**src/include/video_dac_pkg.sv**
```systemverilog
// =============================================================
// video dac input latch package
// =============================================================
// constants and selection codes shared by the latch and its testbench
// assumes nothing beyond a SystemVerilog compiler
package video_dac_pkg;
    localparam int COLOR_WIDTH = 8;
    localparam int FIFO_DEPTH = 4;
    localparam int CTRL_WIDTH = 3;
    // position of each control inside a fifo word, below the pixels
    localparam int POS_BLANK = 0;
    localparam int POS_SYNC = 1;
    localparam int POS_WHITE = 2;
    // value driven while blanked or forced white
    localparam logic [7:0] LEVEL_BLANK = 8'h00;
    localparam logic [7:0] LEVEL_WHITE = 8'hFF;
    // output selection per channel
    typedef enum logic [1:0] {SEL_BLANK, SEL_WHITE, SEL_DATA} level_sel_t;
endpackage

```
**src/rtl/video_dac_latch.sv**
```systemverilog
// =============================================================
// pixel input latch for a triple 8-bit video converter
// =============================================================
// holds a small fifo and the pixel input latch
// assumes the pixel source is synchronous to mclk
//
// Behaviour
// - blank low drives all three colour outputs blank
// - blank low ignores pixels and white
// - sync low turns off sync current
// - pixels and controls captured together on each edge that takes a fifo word
// - white high forces white unless blanked
// - bit zero is channel lsb
// - each channel held in own register
`timescale 1ns/1ps

module pixel_fifo #(
    parameter int WIDTH = 27,
    parameter int DEPTH = 4
) (
    // clock and reset
    input wire logic mclk,
    input wire logic reset,
    // filling side
    input wire logic in_valid,
    output logic in_ready,
    input wire logic [WIDTH-1:0] in_data,
    // draining side
    output logic out_valid,
    input wire logic out_ready,
    output logic [WIDTH-1:0] out_data
);
    localparam int AW = $clog2(DEPTH);
    initial begin
        if (DEPTH < 2 || (1 << AW) != DEPTH) begin
            $error("fifo depth must be a power of two, at least 2");
        end
    end
    logic [WIDTH-1:0] mem [DEPTH];
    logic [AW:0] wr_ptr;
    logic [AW:0] rd_ptr;
    wire full = (wr_ptr[AW] != rd_ptr[AW]) && (wr_ptr[AW-1:0] == rd_ptr[AW-1:0]);
    wire empty = (wr_ptr == rd_ptr);
    wire push = in_valid && !full;
    wire pop = out_ready && !empty;
    // handshake and head of queue
    assign in_ready = !full;
    assign out_valid = !empty;
    assign out_data = mem[rd_ptr[AW-1:0]];
    // pointer update
    always_ff @(posedge mclk) begin
        if (reset) begin
            wr_ptr <= '0;
            rd_ptr <= '0;
        end else begin
            if (push) begin
                wr_ptr <= wr_ptr + 1'b1;
            end
            if (pop) begin
                rd_ptr <= rd_ptr + 1'b1;
            end
        end
    end
    // storage write
    always_ff @(posedge mclk) begin
        if (push) begin
            mem[wr_ptr[AW-1:0]] <= in_data;
        end
    end
    property p_refuse;
        @(posedge mclk) disable iff (reset)
        (in_valid && full) |=> $stable(wr_ptr);
    endproperty
    a_refuse: assert property (p_refuse) else $error("word taken while full");
endmodule

module video_dac_latch
    import video_dac_pkg::*;
#(
    parameter int CW = COLOR_WIDTH,
    parameter int DEPTH = FIFO_DEPTH
) (
    // clock and reset
    input wire logic mclk,
    input wire logic reset,
    // pixel source side
    input wire logic pixel_valid,
    output logic pixel_ready,
    input wire logic [CW-1:0] red_pixel,
    input wire logic [CW-1:0] green_pixel,
    input wire logic [CW-1:0] blue_pixel,
    input wire logic blank_n,
    input wire logic sync_n,
    input wire logic ref_white,
    // converter side
    input wire logic dac_ready,
    output logic out_valid,
    output logic [CW-1:0] red_current_out,
    output logic [CW-1:0] green_current_out,
    output logic [CW-1:0] blue_current_out,
    output logic sync_current_out
);
    localparam int W = 3 * CW + CTRL_WIDTH;
    initial begin
        if (CW != COLOR_WIDTH) begin
            $error("channel width must be 8");
        end
    end
    logic fifo_valid;
    logic [W-1:0] fifo_data;
    logic [W-1:0] word_in;
    assign word_in = {red_pixel, green_pixel, blue_pixel, ref_white, sync_n, blank_n};
    pixel_fifo #(.WIDTH(W), .DEPTH(DEPTH)) u_fifo (
        .mclk(mclk),
        .reset(reset),
        .in_valid(pixel_valid),
        .in_ready(pixel_ready),
        .in_data(word_in),
        .out_valid(fifo_valid),
        .out_ready(dac_ready),
        .out_data(fifo_data)
    );
    wire take = fifo_valid && dac_ready;
    wire q_blank_n = fifo_data[POS_BLANK];
    wire q_sync_n = fifo_data[POS_SYNC];
    wire q_white = fifo_data[POS_WHITE];
    // lsb at bit zero of each channel field
    wire [CW-1:0] q_blue = fifo_data[CTRL_WIDTH +: CW];
    wire [CW-1:0] q_green = fifo_data[CTRL_WIDTH + CW +: CW];
    wire [CW-1:0] q_red = fifo_data[CTRL_WIDTH + 2 * CW +: CW];
    level_sel_t next_sel;
    assign next_sel = !q_blank_n ? SEL_BLANK : (q_white ? SEL_WHITE : SEL_DATA);
    level_sel_t sel;
    logic [CW-1:0] red_q;
    logic [CW-1:0] green_q;
    logic [CW-1:0] blue_q;
    logic sync_q;
    always_ff @(posedge mclk) begin
        if (reset) begin
            sel <= SEL_BLANK;
            red_q <= '0;
            green_q <= '0;
            blue_q <= '0;
            sync_q <= 1'b0;
            out_valid <= 1'b0;
        end else begin
            out_valid <= take;
            if (take) begin
                sel <= next_sel;
                red_q <= q_red;
                green_q <= q_green;
                blue_q <= q_blue;
                sync_q <= q_sync_n;
            end
        end
    end
    function automatic logic [CW-1:0] level(input level_sel_t s, input logic [CW-1:0] d);
        case (s)
            SEL_BLANK: level = LEVEL_BLANK;
            SEL_WHITE: level = LEVEL_WHITE;
            SEL_DATA: level = d;
            default: level = LEVEL_BLANK;
        endcase
    endfunction
    // per channel level
    assign red_current_out = level(sel, red_q);
    assign green_current_out = level(sel, green_q);
    assign blue_current_out = level(sel, blue_q);
    // sync current follows latched sync; not overridden
    assign sync_current_out = sync_q;

    // =============================================================
    // assertions
    property p_blank;
        @(posedge mclk) disable iff (reset)
        (take && !q_blank_n) |=> (red_current_out == LEVEL_BLANK && blue_current_out == LEVEL_BLANK
            && green_current_out == LEVEL_BLANK);
    endproperty
    a_blank: assert property (p_blank) else $error("blank not applied");
    property p_blank_over_white;
        @(posedge mclk) disable iff (reset)
        (take && !q_blank_n && q_white) |=> (red_current_out != LEVEL_WHITE);
    endproperty
    a_blank_over_white: assert property (p_blank_over_white) else $error("white beat blank");
    property p_sync;
        @(posedge mclk) disable iff (reset)
        take |=> (sync_current_out == $past(q_sync_n));
    endproperty
    a_sync: assert property (p_sync) else $error("sync current wrong");
    property p_white;
        @(posedge mclk) disable iff (reset)
        (take && q_blank_n && q_white) |=> (red_current_out == LEVEL_WHITE && green_current_out == LEVEL_WHITE
            && blue_current_out == LEVEL_WHITE);
    endproperty
    a_white: assert property (p_white) else $error("white not forced");
    property p_data;
        @(posedge mclk) disable iff (reset)
        (take && q_blank_n && !q_white) |=> (red_current_out == $past(q_red) && green_current_out == $past(q_green)
            && blue_current_out == $past(q_blue));
    endproperty
    a_data: assert property (p_data) else $error("data not passed");
    property p_hold;
        @(posedge mclk) disable iff (reset)
        (!take) |=> $stable(red_current_out) && $stable(green_current_out)
            && $stable(blue_current_out) && $stable(sync_current_out);
    endproperty
    a_hold: assert property (p_hold) else $error("output moved without capture");
    property p_valid;
        @(posedge mclk) disable iff (reset)
        take |=> out_valid;
    endproperty
    a_valid: assert property (p_valid) else $error("valid missing");
    property p_quiet;
        @(posedge mclk) disable iff (reset)
        (!take) |=> !out_valid;
    endproperty
    a_quiet: assert property (p_quiet) else $error("valid without a word");
    property p_lsb;
        @(posedge mclk) disable iff (reset)
        (take && q_blank_n && !q_white) |=> (blue_current_out[0] == $past(fifo_data[CTRL_WIDTH]));
    endproperty
    a_lsb: assert property (p_lsb) else $error("lsb misplaced");
endmodule

```
**config.mk**
```make
export PLATFORM = sky130hd
export DESIGN_NAME = video_dac_latch
export DESIGN_NICKNAME = d
export VERILOG_FILES = /design/src/include/video_dac_pkg.sv /design/src/rtl/video_dac_latch.sv
export SDC_FILE = /design/constraint.sdc
export NUM_CORES = 1
export LEC_CHECK = 0
export BUFFER_PORTS_ARGS = -buffer_cell sky130_fd_sc_hd__buf_2
export CORE_MARGIN = 8
export CORE_UTILIZATION = 55
export CTS_BUF_LIST = sky130_fd_sc_hd__clkbuf_4
export CTS_CLUSTER_SIZE = 30
export DETAILED_ROUTE_END_ITERATION = 10
export PLACE_DENSITY = 0.78
export SYNTH_ARGS = -nofsm -noshare
export SYNTH_HDL_FRONTEND = slang
export SYNTH_SLANG_ARGS = --single-unit
```
**constraint.sdc**
```tcl
create_clock -name mclk -period 2 [get_ports mclk]
set_input_delay 0.1 -clock mclk [delete_from_list [all_inputs] [get_ports mclk]]
set_output_delay 0.1 -clock mclk [all_outputs]
set_load 0.02 [all_outputs]
```
# Word level (Yosys, flattened, before mapping)
# Memories as Yosys holds them, arrays and structs flattened. A register that Yosys moved wholly into a read port is not among the register bits.
# Index checks and enable logic that the tools add are counted.
[classes] addsub=2 eq_ne=5 muxes=9 n_reduce_logical=5
[ops] operator="8-bit case mux with 2 select lines" count=3
[ops] operator="2-bit two-way mux" count=4
[ops] operator="3-bit by 1-bit adder with 3-bit output, second input constant" count=2
[ops] operator="3-bit equality test" count=1
[ops] operator="1-bit logical AND" count=3
[ops] operator="2-bit by 1-bit equality test with 1-bit output, second input constant" count=1
[ops] operator="2-bit equality test" count=1
[ops] operator="2-bit equality test, second input constant" count=1
[ops] operator="1-bit logical NOT" count=2
[ops] operator="1-bit two-way mux" count=2
[ops] operator="1-bit != test" count=1
[word_totals] register_bits=34 mem_bits_rw=108 inputBits=31 memories=1
[memory_table] name="u_fifo.mem" words=4 word_bits=27 rd=1 rd_ports_with_merged_regs=1 write_ports=1 line_no="video_dac_latch.sv:39" rtl="logic [WIDTH-1:0] mem [DEPTH];"

# Logic depth before layout (Yosys ltp)
# Gate-level depths: netlist of run 1.
[logic_depth] depth_word=6 mapped_depth=5 mapped_depth_nobuf=4

# By module
# A second synthesis of run 1 with hierarchy kept.
[unflattened] hier_cells=395 area_unflattened_um2=6052.1
[modules_own_cells] module="pixel_fifo" n_inst=1 cells_per_inst=211 area_per_inst_um2=4454.3 seq_area_each_um2=3403.3
[modules_own_cells] module="video_dac_latch" n_inst=1 cells_per_inst=184 area_per_inst_um2=1597.8 seq_area_each_um2=560.5

# Least setup slack after synthesis of run 1
# Ideal clock, no wire load.
[synth_timing] kind="register to register" startpoint="reg u_fifo.wr_ptr[1]" endpoint="mem u_fifo.mem[0][0] (enable)" setup_time_ns=0.386 arrival_ns=1.708 required_ns=1.614 setup_slack_ns=-0.094 path_stages_with_launch=4 path_buffers=0 synth_period_minus_slack_ns=2.094 path_cell_list="dfxtp_1 -> xor2_2 -> o31a_1 -> and2_1"
[synth_between] elab_chain_cells=6
[synth_rtl] element="from (decl)" line_no="video_dac_latch.sv:40" rtl="logic [AW:0] wr_ptr;"
[synth_rtl] element="from (signal assigned)" line_no="video_dac_latch.sv:57" rtl="wr_ptr <= wr_ptr + 1'b1;"
[synth_rtl] element="2-bit equality test" line_no="video_dac_latch.sv:42" rtl="wire full = (wr_ptr[AW] != rd_ptr[AW]) && (wr_ptr[AW-1:0] == rd_ptr[AW-1:0]);"
[synth_rtl] element="1-bit logical AND" line_no="video_dac_latch.sv:42"
[synth_rtl] element="1-bit logical NOT" line_no="video_dac_latch.sv:44" rtl="wire push = in_valid && !full;"
[synth_rtl] element="1-bit logical AND" line_no="video_dac_latch.sv:44"
[synth_rtl] element="1-bit two-way mux" line_no="video_dac_latch.sv:66" rtl="if (push) begin"
[synth_rtl] element="1-bit two-way mux (not written as such)" line_no="video_dac_latch.sv:67" rtl="mem[wr_ptr[AW-1:0]] <= in_data;"
[synth_rtl] element="to (decl)" line_no="video_dac_latch.sv:39"
# Several ways; a longest one is shown, not always the timed one.

# Worst setup path in the final report of run 1
[layout_timing] startpoint="reg u_fifo.wr_ptr[1]" endpoint="mem u_fifo.mem[1][1] (enable)"
# Same word-level chain as after synthesis.

==> flow_metrics.tcl, run 1 <==
set metrics [dict create \
    status "completed" \
    finalHoldViolations 0 \
    n_fill_cell 734 \
    postCtsSetupRepairBufs 0 \
    setup_violations 0 \
    drt_iter0_drc 227 \
    final_cell_mix "108 x edfxtp_1, 54 x buf_2, 36 x nand2b_1" \
    utilization_pct 67.0 \
    area_growth_pct 19.7 \
    synthesis.area_mm2 0.00604 \
    routed.top_layer "met4" \
    n_antenna_cell 0 \
    num_vias 3427 \
    clkTransAtPathRegs_ns 0.13 \
    r2r_cells 4 \
    grt-ovfl-total 0 \
    cts_root_buf "clkbuf_4" \
    whs_ns 0.0599 \
    layout_setup_ws_ns 0.0588 \
    antenna_found_initial 0 \
    crit_arrival_ns 2.15 \
    ff_latch_area_mm2 0.00397 \
    hold_end "u_fifo.rd_ptr[2]" \
    slew_headroom_pct 63.5 \
    ys_seq_elements 144 \
    yosysSeqAreaShare_pct 65.6 \
    power.density_mw_per_mm2 1010 \
    dieArea_mm2 0.0146 \
    final_common_cell "edfxtp_1" \
    grt_max_degree 36 \
    pin_count 58 \
    drc 0 \
    grt_usage_pct 17.4 \
    coreArea_mm2 0.0108 \
    critical_path_class "register to register" \
    clockBufferDepth 2 \
    yosysTopAreaCell "edfxtp_1" \
    multi_input_area_mm2 0.00196 \
    finClkSkew_ns 0.0225 \
    path_max_fanout 27 \
    ys.flop_type "edfxtp_1" \
    fin_crit_ns 1.94 \
    slew_viol_final 0 \
    met2_length_um 6400 \
    wire_per_inst_um 19.3 \
    start_kind "register" \
    synth_cell_type_count 35 \
    rr_endpoint "u_fifo.mem[1][1]" \
    holdPathStages 3 \
    crit_buf_inv 1 \
    dr.pass1.iters 4 \
    critical-path-max-stage-delay_ns 0.50 \
    nets 516 \
    hp-class "primary input to register" \
    cp_cell_sequence "xor2_2 -> o31a_1 -> and2_2 -> buf_12" \
    wirelength_met1_um 5200 \
    synthTopCellsByArea "edfxtp_1 54%, dfxtp_1 12%, mux4_1 6.1%" \
    detail-route-antenna-nets 0 \
    dp_worst_setup_slack_ns 0.131 \
    cts_tree "built" \
    syn_inst 377 \
    fmax_mhz 515 \
    dp_hpwl_um 7650 \
    cellLeakagePower_nw 2.67 \
    maxCapViolCount 0 \
    placed_area_mm2 0.00660 \
    syn_area_per_cell_um2 16.0 \
    crit_path_end_kind "register" \
    worst_pin_slew_ns 0.548 \
    ys_async_sr_fraction_pct 0 \
    globalplace.congestion 0.804 \
    via_per_inst 5.44 \
    ir_drop_v 0.000582 \
    cts_sinks 144 \
    required_ns 2.21 \
    finalCritPeriodShare_pct 97.1 \
    critPathSlowestCell "dfxtp_1" \
    fin_area_mm2 0.00723 \
    cts.htree.levels 4 \
    synth_top_area_share_pct 53.7 \
    fp.dieW_um 121 \
    cp_top_family "flip-flops" \
    wl_met3_um 446 \
    drive_gt1_share_pct 27.8 \
    hp-start "dac_ready" \
    synth_warnings 0 \
    rrSetupSlack_ns 0.06 \
    first_global_vias 3626 \
    synth.net_count 415 \
    start_util_pct 56.0 \
    grt_first_pass_wirelength_um 19300 \
    synth_edf_count 108 \
    rows 38 \
    r2r-start "u_fifo.wr_ptr[1]" \
    portBuffers 57 \
    totalWireLength_um 12200 \
    numCtsBuffers 17 \
    clk_latency_ns 0.52 \
    die_height_um 121 \
]
repair_timing:
action | in CTS | in global routing
resized for setup | 4 | 8
hold endpoints to repair | 110 | 0
setup endpoints to repair | 3 | 14
hold buffers | 28 | 0
how the worst max path moves through the flow:
stage | from | to | slack (ns) | cells after the start
finish | u_fifo.wr_ptr[1] | u_fifo.mem[1][1] | 0.06 | 4
global route | sel[0] | red_current_out[6] | -0.006 | 5
CTS | sel[1] | blue_current_out[7] | 0.02 | 5
detailed placement | u_fifo.wr_ptr[0] | u_fifo.mem[1][7] | 0.13 | 4
global placement | u_fifo.wr_ptr[1] | u_fifo.mem[0][26] | 0.20 | 4
floorplan | u_fifo.wr_ptr[1] | u_fifo.mem[3][0] | 0.18 | 3
metal layers:
layer  GRT usage (%)  vias to the layer above
met2            29.0                       79
li1                -                     1630
met4            7.49                        0
met3            4.38                        9
met1            21.0                     1709
met5               0                        -
worst min-delay path: stages:
cell,delay (ns)
buf_2,0.17
a211o_1,0.14
o311ai_0,0.10
kinds of logic after synthesis:
family,synth area share (%)
flops,65.6
simple gates,9.38
mux,16.0
compound gates,4.08
buf+inv,2.36
fa+ha+maj,1.45
xor+xnor,1.12
cells in the mapped netlist, types with 3 or more instances:
cell      instances
nor2b_1           4
or2b_1           19
ha_1              7
mux2_2            3
mux2i_1          27
inv_1             7
o311ai_0          3
mux4_2           13
nand2b_1         36
xnor2_1           3
a21oi_1          24
clkbuf_1         14
and2_1            4
edfxtp_1        108
buf_2             3
nor2_1           27
mux4_1           14
dfxtp_1          36
power by group:
part | total (mW) | internal (mW) | switching (mW) | leakage, nW
Sequential | 3.69 | 3.51 | 0.178 | 1.29
Clock | 1.99 | 1.00 | 0.983 | 0.164
Combinational | 1.65 | 0.822 | 0.833 | 1.22
stage by stage:
stage               TNS [ns]  std cells  power, mW
floorplan                  0        377       4.85
global placement           0        571       5.29
detailed placement         0        571       5.33
CTS                        0        630       7.36
global route         -0.0237        630       7.66
finish                     0        630       7.33
registers in the layout, summed over array words and instances (netlist names), 2 cells and up, named ones only:
name and cells:
u_fifo.mem 108, blue_q 8, green_q 8, red_q 8, u_fifo.rd_ptr 3, u_fifo.wr_ptr 3
sel 2
final cells by class:
type                    count  area share, %
flip-flops and latches    144           54.9
multi-input cells         205           27.1
repair buffers            103           10.9
well taps                 140           2.42
clock inverters            12           2.30
clock buffers              19           1.97
inverters                   7          0.364
(Power assumes the default switching activity.)
==> run 2: changes to the inputs <==
--- a/config.mk
+++ b/config.mk
@@ -5,8 +5,9 @@
 export SDC_FILE = /design/constraint.sdc
 export NUM_CORES = 1
 export LEC_CHECK = 0
+export ABC_AREA = 1
 export BUFFER_PORTS_ARGS = -buffer_cell sky130_fd_sc_hd__buf_2
-export CORE_MARGIN = 8
+export CORE_MARGIN = 1
 export CORE_UTILIZATION = 55
 export CTS_BUF_LIST = sky130_fd_sc_hd__clkbuf_4
 export CTS_CLUSTER_SIZE = 30
==> flow_metrics.tcl, run 2 <==
set metrics [dict create \
    status "completed" \
    syn_inst 600 \
    drive_gt1_share_pct 16.4 \
    totalWireLength_um 11500 \
    cts.htree.levels 4 \
    synth_warnings 0 \
    synthesis.area_mm2 0.00602 \
    cts_root_buf "clkbuf_4" \
    drt_iter0_drc 318 \
    whs_ns 0.286 \
    rows 37 \
    nets 725 \
    slew_viol_final 0 \
    setup_violations 0 \
    synthTopCellsByArea "edfxtp_1 54%, dfxtp_1 12%, nor2_1 8.9%" \
    path_max_fanout 6 \
    crit_arrival_ns 1.74 \
    r2r_cells 7 \
    clockBufferDepth 2 \
    finClkSkew_ns 0.0215 \
    rrSetupSlack_ns 0.33 \
    grt_first_pass_wirelength_um 17900 \
    dp_hpwl_um 6880 \
    fp.dieW_um 107 \
    ff_latch_area_mm2 0.00396 \
    antenna_found_initial 0 \
    cts_tree "built" \
    worst_pin_slew_ns 0.405 \
    yosysTopAreaCell "edfxtp_1" \
    cts_sinks 144 \
    synthTopCellsByCount "142 x nor2_1, 110 x nand2_1, 108 x edfxtp_1" \
    clk_latency_ns 0.52 \
    fin_crit_ns 1.84 \
    utilization_pct 67.5 \
    ys_seq_elements 144 \
    dieArea_mm2 0.0114 \
    grt-ovfl-total 0 \
    via_per_inst 5.06 \
    crit_path_end_kind "primary output" \
    first_global_vias 3739 \
    ir_drop_v 0.000457 \
    start_util_pct 57.5 \
    finalHoldViolations 0 \
    grt_max_degree 56 \
    globalplace.congestion 0.759 \
    hp-class "primary input to register" \
    area_growth_pct 17.4 \
    placed_area_mm2 0.00643 \
    numCtsBuffers 17 \
    drc 0 \
    wire_per_inst_um 13.7 \
    portBuffers 57 \
    num_vias 4235 \
    ys.flop_type "edfxtp_1" \
    detail-route-antenna-nets 0 \
    start_kind "register" \
    synth_edf_count 108 \
    ys_async_sr_fraction_pct 0 \
    synth_cell_type_count 23 \
    final_common_cell "nor2_1" \
    final_cell_mix "139 x nor2_1, 110 x nand2_1, 108 x edfxtp_1" \
    grt_setup_unrepaired "false" \
    critical_path_class "register to primary output" \
    required_ns 1.90 \
    fin_area_mm2 0.00706 \
    syn_area_per_cell_um2 10.0 \
    grt_usage_pct 21.0 \
    die_height_um 107 \
    yosysSeqAreaShare_pct 65.9 \
    dp_worst_setup_slack_ns 0.353 \
    coreArea_mm2 0.0105 \
    multi_input_area_mm2 0.00173 \
    largest_register_ffs 108 \
    pin_count 58 \
    slew_headroom_pct 72.7 \
    synth_top_area_share_pct 53.9 \
    holdPathStages 3 \
    layout_setup_ws_ns 0.158 \
    fmax_mhz 543 \
    yosysMostFrequentCell "nor2_1" \
    synth.net_count 638 \
    clkTransAtPathRegs_ns 0.13 \
    dr.pass1.iters 5 \
    cellLeakagePower_nw 2.80 \
    n_fill_cell 793 \
    maxCapViolCount 0 \
    finalCritPeriodShare_pct 92.1 \
    power.density_mw_per_mm2 937 \
]
## run 2: area by class of cell
type	count	area share, %
repair inverters	3	0.319
inverters	43	2.34
flip-flops and latches	144	56.1
repair buffers	96	10.3
diodes	1	0.0354
clock inverters	13	2.04
well taps	136	2.41
clock buffers	19	2.02
multi-input cells	382	24.4
## run 2: final timing paths
| kind | from | endpoint |
|---|---|---|
| worst min-delay path | reset | out_valid |
| worst max-delay path | sel[1] | red_current_out[2] |
| worst max register to register | u_fifo.wr_ptr[0] | u_fifo.mem[1][16] |
| worst min register to register | red_q[2] | red_q[2] |
## run 2: worst max-delay path, cell delays in order (launching register included)
cell and delay, ns:
dfxtp_1 0.35, inv_1 0.11, ha_4 0.23, clkinvlp_4 0.17, a21oi_1 0.19, buf_2 0.18
## run 2: through the flow
stage               instances  total power [mW]  TNS (ns)
floorplan                 600              4.44     -6.47
global placement          772              4.71         0
detailed placement        772              4.76         0
CTS                       834              6.63   -0.0164
global route              836              6.98         0
finish                    837              6.62         0
## run 2: report_power, final
group / total, mW / internal (mW) / switching [mW]
clock: 1.83 / 0.875 / 0.958
combinational: 1.28 / 0.442 / 0.837
sequential: 3.51 / 3.42 / 0.0898
total: 6.62 / 4.74 / 1.88
## run 2: kinds of logic (layout without fill, tap and decap cells)
| group | Yosys count | count (layout) | synth area share [%] |
|---|---|---|---|
| other | 0 | 1 | 0 |
| adders and majority gates | 7 | 7 | 1.46 |
| buffers and inverters | 74 | 174 | 6.01 |
| and+or+nand+nor | 270 | 270 | 17.9 |
| AOI/OAI and AO/OA | 105 | 105 | 8.73 |
| DFF | 144 | 144 | 65.9 |
## run 2: timing repair
action	in CTS	in global routing
setup buffers	0	0
setup endpoints to repair	24	24
hold buffers	30	0
resized for setup	2	6
hold endpoints to repair	115	0
cloned	0	3
## run 2: layer usage
layer  wire length [um]  vias up  track usage (%)
li1                   -     2154                -
met1               5250     1937             28.6
met2               5410      128             32.4
met3                630       16             5.53
met4                160        0             8.12
met5                  0        -                0
==> run 3: changes to the inputs <==
--- a/config.mk
+++ b/config.mk
@@ -8,11 +8,11 @@
 export ABC_AREA = 1
 export BUFFER_PORTS_ARGS = -buffer_cell sky130_fd_sc_hd__buf_2
 export CORE_MARGIN = 1
-export CORE_UTILIZATION = 55
+export CORE_UTILIZATION = 56
 export CTS_BUF_LIST = sky130_fd_sc_hd__clkbuf_4
 export CTS_CLUSTER_SIZE = 30
 export DETAILED_ROUTE_END_ITERATION = 10
-export PLACE_DENSITY = 0.78
+export PLACE_DENSITY = 0.76
 export SYNTH_ARGS = -nofsm -noshare
 export SYNTH_HDL_FRONTEND = slang
 export SYNTH_SLANG_ARGS = --single-unit
==> constraint.sdc (replaced) <==
create_clock -name mclk -period 2.4 [get_ports mclk]
set_input_delay 0.12 -clock mclk [delete_from_list [all_inputs] [get_ports mclk]]
set_output_delay 0.12 -clock mclk [all_outputs]
set_load 0.02 [all_outputs]
==> flow_metrics.tcl, run 3 (synthesized netlist as in run 2, its figures left out) <==
set metrics [dict create \
    pin_count 58 \
    p_sw_mw 1.56 \
    grt_setup_unrepaired "false" \
    finalCritPeriodShare_pct 86.8 \
    cts-hold-fix-buffers 29 \
    nets 723 \
    drive_gt1_share_pct 16.0 \
    wirelength_met1_um 5420 \
    whs_ns 0.305 \
    finClkSkew_ns 0.0180 \
    clk_latency_ns 0.51 \
    dp_hpwl_um 6760 \
    area_growth_pct 15.9 \
    cp_cell_sequence "inv_1 -> ha_1 -> a21oi_1 -> buf_2" \
    fp.dieW_um 106 \
    grt_usage_pct 22.1 \
    stdcell_count 834 \
    placed_area_mm2 0.00636 \
    clkPwrFrac_pct 29.6 \
    utilization_pct 67.3 \
    critPathSlowestCell "ha_1" \
    drc 0 \
    ff_latch_area_mm2 0.00396 \
    postCtsSetupRepairBufs 0 \
    layout_setup_ws_ns 0.316 \
    coreArea_mm2 0.0104 \
    setup_violations 0 \
    required_ns 2.28 \
    hp-class "primary input to register" \
    critical-path-max-stage-delay_ns 0.75 \
    cts_tree "built" \
    numCtsBuffers 17 \
    num_vias 4200 \
    detail-route-antenna-nets 0 \
    slew_viol_final 0 \
    largest_register_ffs 108 \
    slew_headroom_pct 51.9 \
    r2r-start "u_fifo.wr_ptr[0]" \
    switching_share_pct 27.9 \
    crit_path_start "sel[0]" \
    globalplace.congestion 0.769 \
    grt_first_pass_wirelength_um 18800 \
    start_util_pct 58.0 \
    dieArea_mm2 0.0112 \
    worst_pin_slew_ns 0.721 \
    clockBufferDepth 2 \
    maxCapViolCount 0 \
    finalHoldViolations 0 \
    cts_root_buf "clkbuf_4" \
    cts_sinks 144 \
    via_per_inst 5.04 \
    multi_input_area_mm2 0.00170 \
    cts.htree.levels 4 \
    fin_crit_ns 2.08 \
    final_cell_mix "139 x nor2_1, 110 x nand2_1, 108 x edfxtp_1" \
    drt_iter0_drc 369 \
    dp_worst_setup_slack_ns 0.577 \
    fin_area_mm2 0.00698 \
    critical_path_class "register to primary output" \
    fmax_mhz 480 \
    n_fill_cell 784 \
    n_antenna_cell 0 \
    portBuffers 57 \
    cellLeakagePower_nw 2.80 \
    crit_arrival_ns 1.96 \
    ir_drop_v 0.000489 \
    internal_power_mw 4.04 \
    p_seq_share_pct 52.1 \
    power.density_mw_per_mm2 803 \
    rows 37 \
    path_max_fanout 24 \
    grt-ovfl-total 0 \
    grt_max_degree 56 \
    crit_path_end_kind "primary output" \
    first_global_vias 3971 \
    clkTransAtPathRegs_ns 0.12 \
    hp-start "reset" \
    final_common_cell "nor2_1" \
    start_kind "register" \
    totalWireLength_um 11500 \
    routed.top_layer "met4" \
    antenna_found_initial 0 \
    post_cts_resized 0 \
    wire_per_inst_um 13.7 \
    dr.pass1.iters 5 \
    wl_met3_um 519 \
    p_comb_share_pct 18.3 \
    die_height_um 106 \
    met2_length_um 5400 \
    status "completed" \
    dp_cells 772 \
]
## run 3: worst paths after layout
path                                            to  slack, ns  cells after the start
worst min register to register          green_q[6]       0.52                      4
worst min-delay path                     out_valid       0.31                      3
worst max register to register   u_fifo.mem[0][26]       0.56                      7
worst max-delay path            red_current_out[6]       0.32                      4
## run 3: layout make-up
| class | count | share of cell area [%] |
|---|---|---|
| Clock inverter | 11 | 2.35 |
| Clock buffer | 21 | 2.26 |
| Inverter | 43 | 2.31 |
| Timing Repair Buffer | 97 | 9.47 |
| Tap cell | 136 | 2.44 |
| Sequential cell | 144 | 56.8 |
| Multi-Input combinational cell | 382 | 24.4 |
## run 3: per-layer routing
layer  vias up  track usage (%)
met5         -                0
met3         9             4.95
met2       105             35.2
met4         0             7.14
met1      1936             30.2
li1       2150                -
## run 3: metrics by stage
step                      TNS [ns]  total power, mW
after global placement           0             3.91
after floorplan              -6.73             3.70
after global routing             0             5.92
after detailed placement         0             3.95
final                            0             5.60
after CTS                        0             5.63
## run 3: worst max-delay path, delay by kind of cell (launching register included)
family / cells / cell delay, ns
AOI/OAI and AO/OA: 1 / 0.09
buffers and inverters: 2 / 0.26
adders and majority gates: 1 / 0.75
DFF: 1 / 0.35
## run 3: power groups by stage
| stage | combinational, mW | clock [mW] | sequential [mW] |
|---|---|---|---|
| global route | 1.16 | 1.82 | 2.93 |
| floorplan | 0.735 | 0 | 2.96 |
| detailed placement | 0.973 | 0 | 2.97 |
| CTS | 1.02 | 1.69 | 2.92 |
| finish | 1.02 | 1.66 | 2.92 |
| global placement | 0.943 | 0 | 2.97 |
